<file path="config.mk">
export PLATFORM = sky130hd
export DESIGN_NAME = lc_logic_cell
export DESIGN_NICKNAME = d
export VERILOG_FILES = /design/src/rtl/lc_pkg.sv /design/src/rtl/lc_logic_cell.sv
export SDC_FILE = /design/constraint.sdc
export NUM_CORES = 1
export LEC_CHECK = 0
export ABC_AREA = 1
export BUFFER_PORTS_ARGS = -buffer_cell sky130_fd_sc_hd__clkbuf_2
export CORE_MARGIN = 4
export CORE_UTILIZATION = 45
export CTS_BUF_LIST = sky130_fd_sc_hd__clkbuf_4 sky130_fd_sc_hd__clkbuf_8
export DETAILED_ROUTE_END_ITERATION = 16
export SYNTH_ARGS = -nofsm -noshare
export SYNTH_HDL_FRONTEND = slang
export SYNTH_SLANG_ARGS = --single-unit
</file>
<file path="constraint.sdc">
create_clock -name clk -period 6.4 [get_ports clk]
set_clock_uncertainty 0.2 [all_clocks]
set_input_delay 0.96 -clock clk [delete_from_list [all_inputs] [get_ports clk]]
set_output_delay 0.96 -clock clk [all_outputs]
set_load 0.005 [all_outputs]
</file>
<file path="src/rtl/lc_pkg.sv">
// Package with register map, field positions and enumerations of the logic cell
package lc_pkg;
    localparam logic [2:0] LC_ADDR_CONTROL_LOW   = 3'h0;
    localparam logic [2:0] LC_ADDR_CONTROL_HIGH  = 3'h1;
    localparam logic [2:0] LC_ADDR_INPUT_SELECT  = 3'h2;
    localparam logic [2:0] LC_ADDR_GATE_SEL_LOW  = 3'h3;
    localparam logic [2:0] LC_ADDR_GATE_SEL_HIGH = 3'h4;
    localparam logic [2:0] LC_ADDR_IRQ_STATUS    = 3'h5;
    localparam logic [2:0] LC_ADDR_IRQ_MASK      = 3'h6;

    localparam int LC_BIT_CELL_ENABLE   = 15;
    localparam int LC_BIT_RISE_IRQ_EN   = 11;
    localparam int LC_BIT_FALL_IRQ_EN   = 10;
    localparam int LC_BIT_PIN_OE        = 7;
    localparam int LC_BIT_OUTPUT_LEVEL  = 6;
    localparam int LC_BIT_OUTPUT_INVERT = 5;
    localparam int LC_IRQ_RISE          = 0;
    localparam int LC_IRQ_FALL          = 1;

    localparam logic [15:0] LC_CONTROL_LOW_WMASK = 16'h8ca7;
    localparam logic [15:0] LC_REG_RESET         = 16'h0000;
    localparam logic [1:0]  LC_IRQ_RESET         = 2'h0;

    typedef enum logic [2:0] {
        LC_FN_AND_OR   = 3'h0,
        LC_FN_OR_XOR   = 3'h1,
        LC_FN_AND4     = 3'h2,
        LC_FN_SR_LATCH = 3'h3,
        LC_FN_D_FF     = 3'h4,
        LC_FN_OR4      = 3'h5,
        LC_FN_JK_FF    = 3'h6,
        LC_FN_XOR4     = 3'h7
    } lc_function_t;
endpackage

</file>
<file path="src/rtl/lc_logic_cell.sv">
// Configurable logic cell with selectors, OR input gates, function and edge interrupts
`timescale 1ns/1ps

// Overview of operation
// - Control registers hold enables, polarity, function
// - Software may invert gate outputs too
// - Four selectors, each picks one of eight
// - Gate-select bits route selector signals per gate
// - Each selector offers true and complement
// - Each gate ORs its enabled eight signals
// - Bits 11/10 enable rise/fall interrupts
// - Port enable bit drives output onto pin
// - Read-only bit shows current output level
module lc_logic_cell
    import lc_pkg::*;
#(
    parameter int SOURCES = 8
) (
    input  wire logic               clk,
    input  wire logic               reset,
    input  wire logic [2:0]         reg_addr,
    input  wire logic [15:0]        reg_wdata,
    input  wire logic               reg_write,
    input  wire logic               reg_read,
    output logic      [15:0]        reg_rdata,
    input  wire logic [SOURCES-1:0] data_source_0,
    input  wire logic [SOURCES-1:0] data_source_1,
    input  wire logic [SOURCES-1:0] data_source_2,
    input  wire logic [SOURCES-1:0] data_source_3,
    output logic                    cell_out,
    output logic                    cell_pin_out,
    output logic                    cell_pin_oe,
    output logic                    irq
);
    logic [15:0] control_low;
    logic [15:0] control_high;
    logic [15:0] input_select;
    logic [15:0] gate_sel_low;
    logic [15:0] gate_sel_high;
    logic [1:0]  irq_status;
    logic [1:0]  irq_mask;
    logic [15:0] next_control_low;
    logic [15:0] next_control_high;
    logic [15:0] next_input_select;
    logic [15:0] next_gate_sel_low;
    logic [15:0] next_gate_sel_high;
    logic [1:0]  next_irq_status;
    logic [1:0]  next_irq_mask;
    logic [15:0] next_reg_rdata;

    // Source synchronisers: three stages, change accepted when stages two and three agree
    logic [SOURCES-1:0] sync1 [4];
    logic [SOURCES-1:0] sync2 [4];
    logic [SOURCES-1:0] sync3 [4];
    logic [SOURCES-1:0] src_clean [4];
    logic [SOURCES-1:0] next_src_clean [4];
    logic [SOURCES-1:0] src_raw [4];

    logic [3:0] sel_out;
    logic [7:0] gate_in;
    logic [3:0] gate_raw;
    logic [3:0] gate;
    logic       comb_out;
    logic       next_state_bit;
    logic       state_bit;
    logic       final_out;
    logic       prev_out;
    logic       out_reg;
    logic       next_out_reg;
    lc_function_t fn;

    assign src_raw[0] = data_source_0;
    assign src_raw[1] = data_source_1;
    assign src_raw[2] = data_source_2;
    assign src_raw[3] = data_source_3;

    genvar g;
    generate
        for (g = 0; g < 4; g++) begin : g_sel
            always_comb begin
                next_src_clean[g] = src_clean[g];
                for (int b = 0; b < SOURCES; b++) begin
                    if (sync2[g][b] == sync3[g][b]) begin
                        next_src_clean[g][b] = sync3[g][b];
                    end
                end
            end
            always_ff @(posedge clk) begin
                if (reset) begin
                    sync1[g]     <= '0;
                    sync2[g]     <= '0;
                    sync3[g]     <= '0;
                    src_clean[g] <= '0;
                end else begin
                    sync1[g]     <= src_raw[g];
                    sync2[g]     <= sync1[g];
                    sync3[g]     <= sync2[g];
                    src_clean[g] <= next_src_clean[g];
                end
            end
            // Each selector picks one of its own eight sources
            assign sel_out[g] = src_clean[g][input_select[4*g +: 3]];
            // True and complement both offered to the gates
            assign gate_in[2*g]     = sel_out[g];
            assign gate_in[2*g + 1] = ~sel_out[g];
        end
        for (g = 0; g < 4; g++) begin : g_gate
            logic [7:0] gate_enables;
            // Gate n uses byte n of the gate-select pair
            assign gate_enables = (g < 2) ? gate_sel_low[8*(g%2) +: 8]
                                          : gate_sel_high[8*(g%2) +: 8];
            assign gate_raw[g] = |(gate_in & gate_enables);
            // Per-gate polarity sits in the high control register
            assign gate[g] = gate_raw[g] ^ control_high[g];
        end
    endgenerate

    assign fn = lc_function_t'(control_low[2:0]);

    always_comb begin
        comb_out       = 1'b0;
        next_state_bit = state_bit;
        case (fn)
            LC_FN_AND_OR:   comb_out = (gate[0] & gate[1]) | (gate[2] & gate[3]);
            LC_FN_OR_XOR:   comb_out = (gate[0] | gate[1]) ^ (gate[2] | gate[3]);
            LC_FN_AND4:     comb_out = &gate;
            LC_FN_OR4:      comb_out = |gate;
            LC_FN_XOR4:     comb_out = ^gate;
            LC_FN_SR_LATCH: begin
                // Set dominates reset
                if (gate[0] | gate[1]) begin
                    next_state_bit = 1'b1;
                end else if (gate[2] | gate[3]) begin
                    next_state_bit = 1'b0;
                end
                comb_out = next_state_bit;
            end
            LC_FN_D_FF: begin
                next_state_bit = gate[2] ? 1'b0 : gate[1];
                comb_out       = state_bit;
            end
            LC_FN_JK_FF: begin
                if (gate[2]) begin
                    next_state_bit = 1'b0;
                end else if (gate[0] & gate[1]) begin
                    next_state_bit = ~state_bit;
                end else if (gate[0]) begin
                    next_state_bit = 1'b1;
                end else if (gate[1]) begin
                    next_state_bit = 1'b0;
                end
                comb_out = state_bit;
            end
            default:        comb_out = 1'b0;
        endcase
        // Storage clears while disabled so re-enable starts from a known state
        if (!control_low[LC_BIT_CELL_ENABLE]) begin
            next_state_bit = 1'b0;
        end
    end

    // Disabled cell drives zero, polarity applies only when enabled
    assign final_out = control_low[LC_BIT_CELL_ENABLE]
                     ? (comb_out ^ control_low[LC_BIT_OUTPUT_INVERT])
                     : 1'b0;
    assign next_out_reg = final_out;

    always_comb begin
        next_control_low  = control_low;
        next_control_high = control_high;
        next_input_select = input_select;
        next_gate_sel_low = gate_sel_low;
        next_gate_sel_high = gate_sel_high;
        next_irq_mask     = irq_mask;
        next_irq_status   = irq_status;
        if (reg_write) begin
            case (reg_addr)
                LC_ADDR_CONTROL_LOW:   next_control_low =
                    reg_wdata & LC_CONTROL_LOW_WMASK;
                LC_ADDR_CONTROL_HIGH:  next_control_high = {12'h000, reg_wdata[3:0]};
                LC_ADDR_INPUT_SELECT:  next_input_select = reg_wdata & 16'h7777;
                LC_ADDR_GATE_SEL_LOW:  next_gate_sel_low = reg_wdata;
                LC_ADDR_GATE_SEL_HIGH: next_gate_sel_high = reg_wdata;
                LC_ADDR_IRQ_STATUS:    next_irq_status = irq_status & ~reg_wdata[1:0];
                LC_ADDR_IRQ_MASK:      next_irq_mask = reg_wdata[1:0];
                default:               next_irq_mask = irq_mask;
            endcase
        end
        // Edge events set after the clear so a same-cycle event is kept
        if (control_low[LC_BIT_RISE_IRQ_EN] && out_reg && !prev_out) begin
            next_irq_status[LC_IRQ_RISE] = 1'b1;
        end
        if (control_low[LC_BIT_FALL_IRQ_EN] && !out_reg && prev_out) begin
            next_irq_status[LC_IRQ_FALL] = 1'b1;
        end
    end

    always_comb begin
        next_reg_rdata = 16'h0000;
        if (reg_read) begin
            case (reg_addr)
                LC_ADDR_CONTROL_LOW: begin
                    next_reg_rdata = control_low;
                    next_reg_rdata[LC_BIT_OUTPUT_LEVEL] = out_reg;
                end
                LC_ADDR_CONTROL_HIGH:  next_reg_rdata = control_high;
                LC_ADDR_INPUT_SELECT:  next_reg_rdata = input_select;
                LC_ADDR_GATE_SEL_LOW:  next_reg_rdata = gate_sel_low;
                LC_ADDR_GATE_SEL_HIGH: next_reg_rdata = gate_sel_high;
                LC_ADDR_IRQ_STATUS:    next_reg_rdata = {14'h0000, irq_status};
                LC_ADDR_IRQ_MASK:      next_reg_rdata = {14'h0000, irq_mask};
                default:               next_reg_rdata = 16'h0000;
            endcase
        end
    end

    always_ff @(posedge clk) begin
        if (reset) begin
            control_low   <= LC_REG_RESET;
            control_high  <= LC_REG_RESET;
            input_select  <= LC_REG_RESET;
            gate_sel_low  <= LC_REG_RESET;
            gate_sel_high <= LC_REG_RESET;
            irq_status    <= LC_IRQ_RESET;
            irq_mask      <= LC_IRQ_RESET;
            reg_rdata     <= LC_REG_RESET;
            state_bit     <= 1'b0;
            out_reg       <= 1'b0;
            prev_out      <= 1'b0;
        end else begin
            control_low   <= next_control_low;
            control_high  <= next_control_high;
            input_select  <= next_input_select;
            gate_sel_low  <= next_gate_sel_low;
            gate_sel_high <= next_gate_sel_high;
            irq_status    <= next_irq_status;
            irq_mask      <= next_irq_mask;
            reg_rdata     <= next_reg_rdata;
            state_bit     <= next_state_bit;
            out_reg       <= next_out_reg;
            prev_out      <= out_reg;
        end
    end

    assign cell_out     = out_reg;
    assign cell_pin_out = control_low[LC_BIT_PIN_OE] & out_reg;
    assign cell_pin_oe  = control_low[LC_BIT_PIN_OE];
    assign irq          = |(irq_status & irq_mask);
endmodule

</file>
* Word-level counts from Yosys, hierarchy flattened
Memory sizes are Yosys's and may differ from the RTL's.
Cells that the tools add are included.
** Cells by class
- Equal/unequal tests :: 46
- Reductions and logical operators :: 33
- Muxes and demuxes :: 73
- Bitwise logic cells :: 42
- $lt $le $gt $ge :: 4
** Operator list (number)
- 2-to-1 mux 8 bit :: 16
- case mux 16 bit (7 select lines) :: 1
- 2-to-1 mux 1 bit :: 48
- bitwise AND 8 bit :: 4
- == test 1 bit :: 32
- OR reduction 8 bit :: 4
- == test 3 bit (second input constant) :: 7
- bitwise OR 1 bit :: 19
- AND reduction 2 bit :: 9
- < comparator 3 x 4 -> 1 bit (second input constant) :: 4
- binary-select mux 1 bit (select 3 bit) :: 4
- == test 3 x 2 -> 1 bit (second input constant) :: 4
- nonzero test 2 bit :: 4
- OR reduction 2 bit :: 4
- inverter 1 bit :: 7
- case mux 1 bit (7 select lines) :: 1
- == test 3 x 1 -> 1 bit (second input constant) :: 2
- logical NOT 3 bit :: 2
- XOR 1 bit :: 6
- inequality test 5 bit (second input constant) :: 1
- bitwise AND 2 bit :: 2
- logical AND 1 bit :: 4
- 2-to-1 mux 2 bit :: 2
- AND reduction 4 bit :: 1
- 7 further kinds :: 10
** Storage, ports and cells
- Word-level logic and storage cells :: 214
- Register bits :: 79
- Input port bits :: 55
- RAM bits :: 128
- Memories kept :: 4
- Output and inout bits :: 20
** Memories
- src_clean :: words 4, bits a word 8, read ports 4, clocked after memory_dff 0, wr ports 4, line lc_logic_cell.sv:55 : logic [SOURCES-1:0] src_clean [4];
- sync1 :: words 4, bits a word 8, read ports 4, clocked after memory_dff 0, wr ports 4, line lc_logic_cell.sv:52 : logic [SOURCES-1:0] sync1 [4];
- sync2 :: words 4, bits a word 8, read ports 4, clocked after memory_dff 0, wr ports 4, line lc_logic_cell.sv:53 : logic [SOURCES-1:0] sync2 [4];
- sync3 :: words 4, bits a word 8, read ports 4, clocked after memory_dff 0, wr ports 4, line lc_logic_cell.sv:54 : logic [SOURCES-1:0] sync3 [4];

* Longest topological paths before layout
Gate-level depths: netlist of the first run.
An unclocked memory read counts as a cell.
- Depth after elaboration :: 12
- Gate-level depth with buffers :: 19
- Depth with buffers taken out :: 19

* Worst setup path after synthesis of the first run
No wires, ideal clock.
- Kind :: register to register
- Start point :: register input_select[4]
- End point :: register out_reg (netlist: cell_out)
- Required time :: 6.142 ns
- Path slack :: 3.592 ns
- Path buffers :: 0
- Cell stages (with the launch flop) :: 19
- Data arrival time :: 2.550 ns
- Setup time :: 0.058 ns
- Clock period less this slack :: 2.808 ns
- Cell sequence :: dfxtp_1 > inv_2 > nand2_1 > nand3_1 > nand3_2 > nand2_2 > nand2_1 > o21ai_0 > a211oi_1 > o2111ai_1 > xor2_1 > inv_1 > ha_1 > xnor2_1 > nor4_1 > a2111oi_0 > nand4_1 > a21oi_1 > o21a_1
** On the way
- Longest elaborated chain between the ends :: 11
- Elaborated cells between the ends (all ways) :: 28
- Those cells by class :: mux (5); bitwise (16); reduce/logical (7)
** Ends and longest elaborated chain
- start, declared :: line lc_logic_cell.sv:37 : logic [15:0] input_select;
- start signal, assigned :: line lc_logic_cell.sv:233 : input_select <= next_input_select;
- binary-select mux 1 bit (select 3 bit) (*) :: line lc_logic_cell.sv:102 : assign sel_out[g] = src_clean[g][input_select[4*g +: 3]];
- 2-to-1 mux 1 bit (not written as such) (*) :: line lc_logic_cell.sv:102
- inverter 1 bit :: line lc_logic_cell.sv:105 : assign gate_in[2*g + 1] = ~sel_out[g];
- bitwise AND 8 bit :: line lc_logic_cell.sv:112 : assign gate_raw[g] = |(gate_in & gate_enables);
- OR reduction 8 bit :: line lc_logic_cell.sv:112
- XOR 1 bit :: line lc_logic_cell.sv:114 : assign gate[g] = gate_raw[g] ^ control_high[g];
- bitwise OR 1 bit :: line lc_logic_cell.sv:125, lc_logic_cell.sv:133
- 2-to-1 mux 1 bit :: line lc_logic_cell.sv:133 : end else if (gate[2] | gate[3]) begin
- 2-to-1 mux 1 bit :: line lc_logic_cell.sv:131 : if (gate[0] | gate[1]) begin
- case mux 1 bit (7 select lines) (*) :: line lc_logic_cell.sv:123 : case (fn)
- XOR 1 bit (*) :: line lc_logic_cell.sv:164 : ? (comb_out ^ control_low[LC_BIT_OUTPUT_INVERT])
- end signal, assigned :: line lc_logic_cell.sv:240 : out_reg <= next_out_reg;
- end, declared :: line lc_logic_cell.sv:68 : logic out_reg;
Mark *: on every way between the ends. The rest lies on a longest branch, timed or not. The select of a mux whose other input is x is not followed.
A chain may end at the register's enable or synchronous reset.

* Worst setup path after layout of the first run
Same ends and word-level chain as after synthesis.

==> results of run 1 <==
worst paths after layout:
path | startpoint | end | slack [ns]
min reg2reg | sync1[2][5] | sync2[2][5] | 0.20
min | sync1[2][5] | sync2[2][5] | 0.20
max reg2reg | input_select[4] | cell_out | 2.99
max | input_select[4] | cell_out | 2.99
flip-flops by register name, indices dropped and copies added, names as in the netlist:
register / flops
control_high: 4
sync2: 32
input_select: 12
reg_rdata: 16
state_bit: 1
irq_mask: 2
control_low: 8
sync3: 32
sync1: 32
gate_sel_high: 16
irq_status: 2
prev_out: 1
src_clean: 32
cell_out: 1
gate_sel_low: 16
per-layer routing:
metal,track usage,part of all wire
met3,0.0386,0.066
met2,0.270,0.42
met1,0.249,0.48
met4,0.0705,0.029
met5,0,0
final cells by class:
type                            count  area [sq um]
Timing Repair Buffer               76           388
Inverter                          191           717
Clock inverter                      6          33.8
Sequential cell                   207          4140
Tap cell                          220           275
Multi-Input combinational cell    548          2750
Fill cell                        1675          7720
Clock buffer                       54           674
worst max-delay path: cells and delay by family (launching register included):
family | cells | cell delay, ns
AND/OR/NAND/NOR | 7 | 0.71
AO/OA/AOI/OAI | 6 | 1.17
buffers and inverters | 2 | 0.15
adder cells (fa/ha/maj) | 1 | 0.30
XOR/XNOR | 2 | 0.44
flip-flops | 1 | 0.39
logic make-up after synthesis:
kind of cell / count (synthesis) / share of synthesized area
fa+ha+maj: 6 / 0.00970
flops: 207 / 0.535
compound gates: 199 / 0.150
xor+xnor: 2 / 0.00226
simple gates: 341 / 0.193
buf+inv: 227 / 0.110
cell usage in the layout (no fill, tap or decap):
master	Yosys	routed
a31oi_1	2	2
inv_6	0	1
nand2_1	112	112
nor4_1	2	2
o221ai_1	2	2
nand4_1	3	3
nand3b_1	1	1
nor3_1	6	5
a221oi_1	10	10
xor2_1	1	1
inv_2	4	4
buf_4	0	3
nor2_1	133	133
o21a_1	1	1
nor2_4	2	2
nor3_2	0	1
nor2_2	1	1
xnor2_1	1	1
clkbuf_4	0	11
inv_1	187	187
nand3_1	60	60
clkinv_2	0	5
nand3_2	9	9
nand2_4	2	2
dfxtp_1	207	207
nand2_2	10	10
clkbuf_2	0	73
o2111ai_1	1	1
clkbuf_8	0	43
ha_1	6	6
o22ai_1	11	11
a21oi_2	1	1
a2111oi_0	1	1
o21ai_0	36	36
o211ai_1	2	2
a21oi_1	99	99
a211oi_1	33	33
metrics by stage:
step	instance area (sq um)	utilization
5_1_grt	8980	0.538
4_1_cts	8980	0.538
3_5_place_dp	8270	0.495
3_3_place_gp	8270	0.495
2_1_floorplan	7740	-
6_report	8980	0.538
power groups by stage:
stage | Combinational [mW] | Clock [mW] | Sequential, mW
CTS | 0.168 | 1.21 | 1.34
floorplan | 0.114 | 0 | 1.37
global route | 0.191 | 1.27 | 1.35
detailed placement | 0.168 | 0 | 1.37
finish | 0.168 | 1.18 | 1.34
global placement | 0.167 | 0 | 1.37
==> flow_summary_export.csv, run 1 <==
group,metric,value,unit
status,outcome,"completed",
worst_setup_path,start_kind,"register",
worst_setup_path,critPathArrivalTime,3.66,ns
routing,drc,0,
finish,num-nets-final,1121,
timing,tns,0,ns
clock_tree,ctsHoldBuffers,0,
timing,fin_crit,3.41,ns
clock_tree,cts_setup_buffers,0,
worst_hold_path,holdCritPathClass,"register to register",
placed_design,place_hpwl,11.7,mm
routing,vias,6329,
power_and_ir_drop,p_sw,0.634,mW
power_and_ir_drop,ir_worst_vdd,0.182,mV
worst_hold_path,hold_depth,2,
floorplanning,initial_core_util,0.464,
routing,drt-pass1-iter-count,5,
worst_setup_path,critPathMaxStageDelay,0.39,ns
floorplanning,die_w,139,um
routing,via_per_inst,4.86,
finish,layout.cells.non_filler,1302,
timing,fmax,293,MHz
logic_synthesis,synth_top_area_cell,"dfxtp_1",
finish,layout-drive-gt1-share,0.153,
power_and_ir_drop,pwr-share-seq,0.500,
worst_setup_path,path_class,"register to register",
routing,drt_iter0_markers,401,
worst_setup_path,cp_data_required_time,6.65,ns
finish,syn2layout_area_growth,16.0,%
floorplanning,die_h,139,um
logic_synthesis,synth_top_area_share,0.535,
global_routing,first_global_vias,5794,
floorplanning,die-area,19400,sq um
logic_synthesis,synth_ff_type,"dfxtp_1",
logic_synthesis,synth_area_per_cell,7.88,sq um
worst_setup_path,crit_chain,"inv_2, nand2_1, nand3_1, nand3_2, nand2_2, nand2_1, o21ai_0, a211oi_1, o2111ai_1, xor2_1, inv_1, ha_1, xnor2_1, nor4_1, a2111oi_0, nand4_1, a21oi_1, o21a_1",
power_and_ir_drop,p_per_area,299,nW/um^2
global_routing,grt_max_degree,81,
floorplanning,core_area,16700,sq um
floorplanning,rows,47,
timing,fin_ws,2.99,ns
clock_tree,path_clk_slew,0.06,ns
routing,ant_nets,0,
clock_tree,post_cts_resized,0,
timing,whs,0.198,ns
logic_synthesis,yosys-top-cells-count,"dfxtp_1 (207), inv_1 (187), nor2_1 (133), nand2_1 (112), a21oi_1 (99)",
logic_synthesis,synth_most_common_cell,"dfxtp_1",
worst_setup_path,cp_common_cell,"nand2_1",
power_and_ir_drop,pwr-share-comb,0.063,
worst_setup_path,critPathSlowestCell,"dfxtp_1",
global_routing,globalRouteTotalUtil,0.178,
clock_tree,root_buffer,"clkbuf_8",
logic_synthesis,yosysUniqueCellTypes,33,
clock_tree,clock_sinks,207,
timing,finalSetupViolations,0,
logic_synthesis,synth_nets,1043,
power_and_ir_drop,leakage,3.83,nW
logic_synthesis,netlist_area,7740,sq um
logic_synthesis,synth_edf_count,0,
logic_synthesis,syn_inst,982,
placed_design,port_buffers,74,
timing,worst_slew_pin_slew,0.976,ns
global_routing,antenna_found_initial,0,
global_routing,grt_first_pass_wirelength,28.6,mm
timing,maxSlewViolCount,0,
timing,relSlewSlack,0.349,
power_and_ir_drop,p_int,2.05,mW
timing,fin_crit_sh,0.532,
placed_design,pre_cts_slack,2.71,ns
worst_setup_path,reg2regPathDepth,18,
floorplanning,io_pins,75,
logic_synthesis,synthTopCellsByArea,"dfxtp_1 (54%), inv_1 (9.1%), nor2_1 (6.4%)",
clock_tree,cts_max_level,2,
logic_synthesis,yosysSeqAreaShare,0.535,
power_and_ir_drop,switching_share,0.236,
flow_run,maxCapViolCount,0,
timing,grt_setup_unrepaired,"false",
finish,antenna_cells,0,
clock_tree,clockBufferDepth,3,
logic_synthesis,synthArstFlopShare,0,
clock_tree,numCtsBuffers,36,
worst_setup_path,end_kind,"register",
routing,routed_wl,17.4,mm
routing,wl_per_cell,13.3,um
global_routing,grt_overflow,0,
power_and_ir_drop,power_frac_clock,0.438,
timing,hold_viol,0,
placed_design,globalplace.congestion,0.882,
logic_synthesis,yosysWarnings,0,
logic_synthesis,synth-seq-cells,207,
power_and_ir_drop,power,2.69,mW
clock_tree,insertion_delay,0.51,ns
placed_design,dp_cells,1242,
clock_tree,cts_tree,"built",
worst_setup_path,critical_path.max_fanout,6,
Note: power is estimated with default switching activity, not from simulation.
==> run 2: changes to the inputs <==
==> constraint.sdc (replaced) <==
create_clock -name clk -period 3.3 [get_ports clk]
set_clock_uncertainty 0.2 [all_clocks]
set_input_delay 0.495 -clock clk [delete_from_list [all_inputs] [get_ports clk]]
set_output_delay 0.495 -clock clk [all_outputs]
set_load 0.005 [all_outputs]
==> run 2 against run 1 <==
Net effect: die area is the same; combinational power is 130% higher; global-route usage is 0.77 points higher; power increased by 95%; critical path type unchanged; highest routed layer is now met5.
==> flow_summary_export.csv, run 2 (same netlist as run 1, synthesis figures left out) <==
group,metric,value,unit
worst_setup_path,path_delay_family,"compound AO/OA/AOI/OAI gates",
power_and_ir_drop,power,5.23,mW
routing,via_per_inst,4.83,
global_routing,globalRouteTotalUtil,0.186,
timing,fin_crit,3.15,ns
worst_setup_path,timing.critical_path.buf_inv,2,
worst_setup_path,r2r_setup_slack,0.15,ns
worst_setup_path,rr_startpoint,"input_select[5]",
power_and_ir_drop,p_per_area,553,nW/um^2
timing,relSlewSlack,0.418,
routing,ant_nets,0,
floorplanning,rows,47,
clock_tree,root_buffer,"clkbuf_8",
worst_setup_path,crit_start,"input_select[5]",
worst_setup_path,cp_data_required_time,3.56,ns
timing,whs,0.0676,ns
timing,maxSlewViolCount,0,
routing,vias,6485,
worst_setup_path,critical_path.max_fanout,4,
worst_setup_path,cp_common_cell,"nand3_2",
routing,drt-pass1-iter-count,5,
finish,layout-drive-gt1-share,0.173,
worst_hold_path,worstHoldStart,"reg_wdata[3]",
clock_tree,numCtsBuffers,36,
worst_setup_path,critPathMaxStageDelay,0.39,ns
finish,syn2layout_area_growth,22.4,%
worst_setup_path,start_kind,"register",
worst_setup_path,critPathSlowestCell,"dfxtp_1",
finish,final_cell_mix,"dfxtp_1 (204), inv_1 (185), nor2_1 (133)",
placed_design,globalplace.congestion,0.905,
finish,fillCellCount,1580,
timing,fmax,318,MHz
placed_design,port_buffers,74,
floorplanning,die_h,139,um
floorplanning,die-area,19400,sq um
floorplanning,io_pins,75,
power_and_ir_drop,ir_worst_vdd,0.381,mV
routing,routed_wl,18.0,mm
routing,wl_per_cell,13.4,um
timing,fin_ws,0.151,ns
worst_setup_path,crit_chain,"inv_2, nand3_2, nand3_2, nand2_2, o21ai_1, a211oi_2, o2111ai_2, xor2_1, inv_1, ha_4, xnor2_2, nor4_2, a2111oi_2, nand4_1, a21oi_1, o21a_1",
worst_setup_path,end_kind,"register",
finish,antenna_cells,0,
timing,worst_slew_pin_slew,0.874,ns
global_routing,first_global_vias,6087,
routing,drt_iter0_markers,442,
clock_tree,clock_sinks,207,
global_routing,grt_first_pass_wirelength,29.8,mm
timing,hold_viol,0,
worst_setup_path,critPathArrivalTime,3.41,ns
clock_tree,path_clk_slew,0.06,ns
finish,num-nets-final,1165,
clock_tree,cts_tree,"built",
global_routing,grt_max_degree,91,
worst_setup_path,path_class,"register to register",
worst_hold_path,holdCritPathClass,"primary input to register",
floorplanning,core_area,16700,sq um
clock_tree,clockBufferDepth,3,
placed_design,pre_cts_slack,0.147,ns
timing,fin_crit_sh,0.954,
flow_run,maxCapViolCount,0,
floorplanning,die_w,139,um
placed_design,place_hpwl,12.1,mm
clock_tree,cts_max_level,2,
global_routing,grt_overflow,0,
routing,drc,0,
clock_tree,insertion_delay,0.52,ns
floorplanning,initial_core_util,0.464,
finish,final_common_cell,"dfxtp_1",
power_and_ir_drop,leakage,4.02,nW
status,outcome,"completed",
timing,finalSetupViolations,0,
global_routing,antenna_found_initial,1,
[run 2: cell types whose count changed in the layout (fill, tap and decap cells not counted), sizes merged]
cell,change
clkinv,-2
clkbuf,-1
dlygate4sd3,+32
clkinvlp,+1
buf,+12
[run 2: final timing paths]
path,cells past startpoint,endpoint
worst max-delay path,16,cell_out
worst min-delay path,3,gate_sel_low[3]
worst max register to register,16,cell_out
worst min register to register,2,sync2[2][6]
[run 2: where the power goes]
part           leakage [nW]  internal (mW)  total [mW]  switching, mW
Combinational          1.96          0.151       0.382          0.231
Sequential             1.69           2.57        2.61         0.0346
Clock                 0.372           1.29        2.25          0.960
Total                  4.02           4.01        5.23           1.23
[run 2: area by class of cell]
type	count	area [sq um]	area share
Sequential cell	207	4150	0.438
Multi-Input combinational cell	548	2830	0.299
Timing Repair Buffer	120	798	0.0843
Inverter	191	722	0.0762
Clock buffer	53	667	0.0704
Tap cell	220	275	0.0291
Clock inverter	5	31.3	0.00330
[run 2: per-layer routing]
layer | global-route usage | vias up | routed length (um)
met2 | 0.302 | 172 | 8130
met5 | 0 | - | 13
met4 | 0.0587 | 2 | 381
li1 | - | 3371 | -
met3 | 0.0421 | 33 | 1070
met1 | 0.248 | 2907 | 8440
[run 2: stage by stage]
step,setup TNS [ns],utilization,area (sq um),cells
after floorplan,0,-,7740,982
after global placement,0,0.499,8330,1250
after detailed placement,0,0.499,8330,1250
after CTS,0,0.560,9350,1340
after global routing,-0.0421,0.567,9470,1344
final,0,0.567,9470,1344
[run 2: worst min-delay path: stages]
cell      delay (ns)
clkbuf_2        0.10
nand3_1         0.07
a21oi_1         0.06
[run 2: repair_timing]
item	CTS	global route
resized for setup	0	26
setup buffers	0	4
hold buffers	32	0
endpoints found under the hold margin	32	0
setup endpoints to repair	0	1
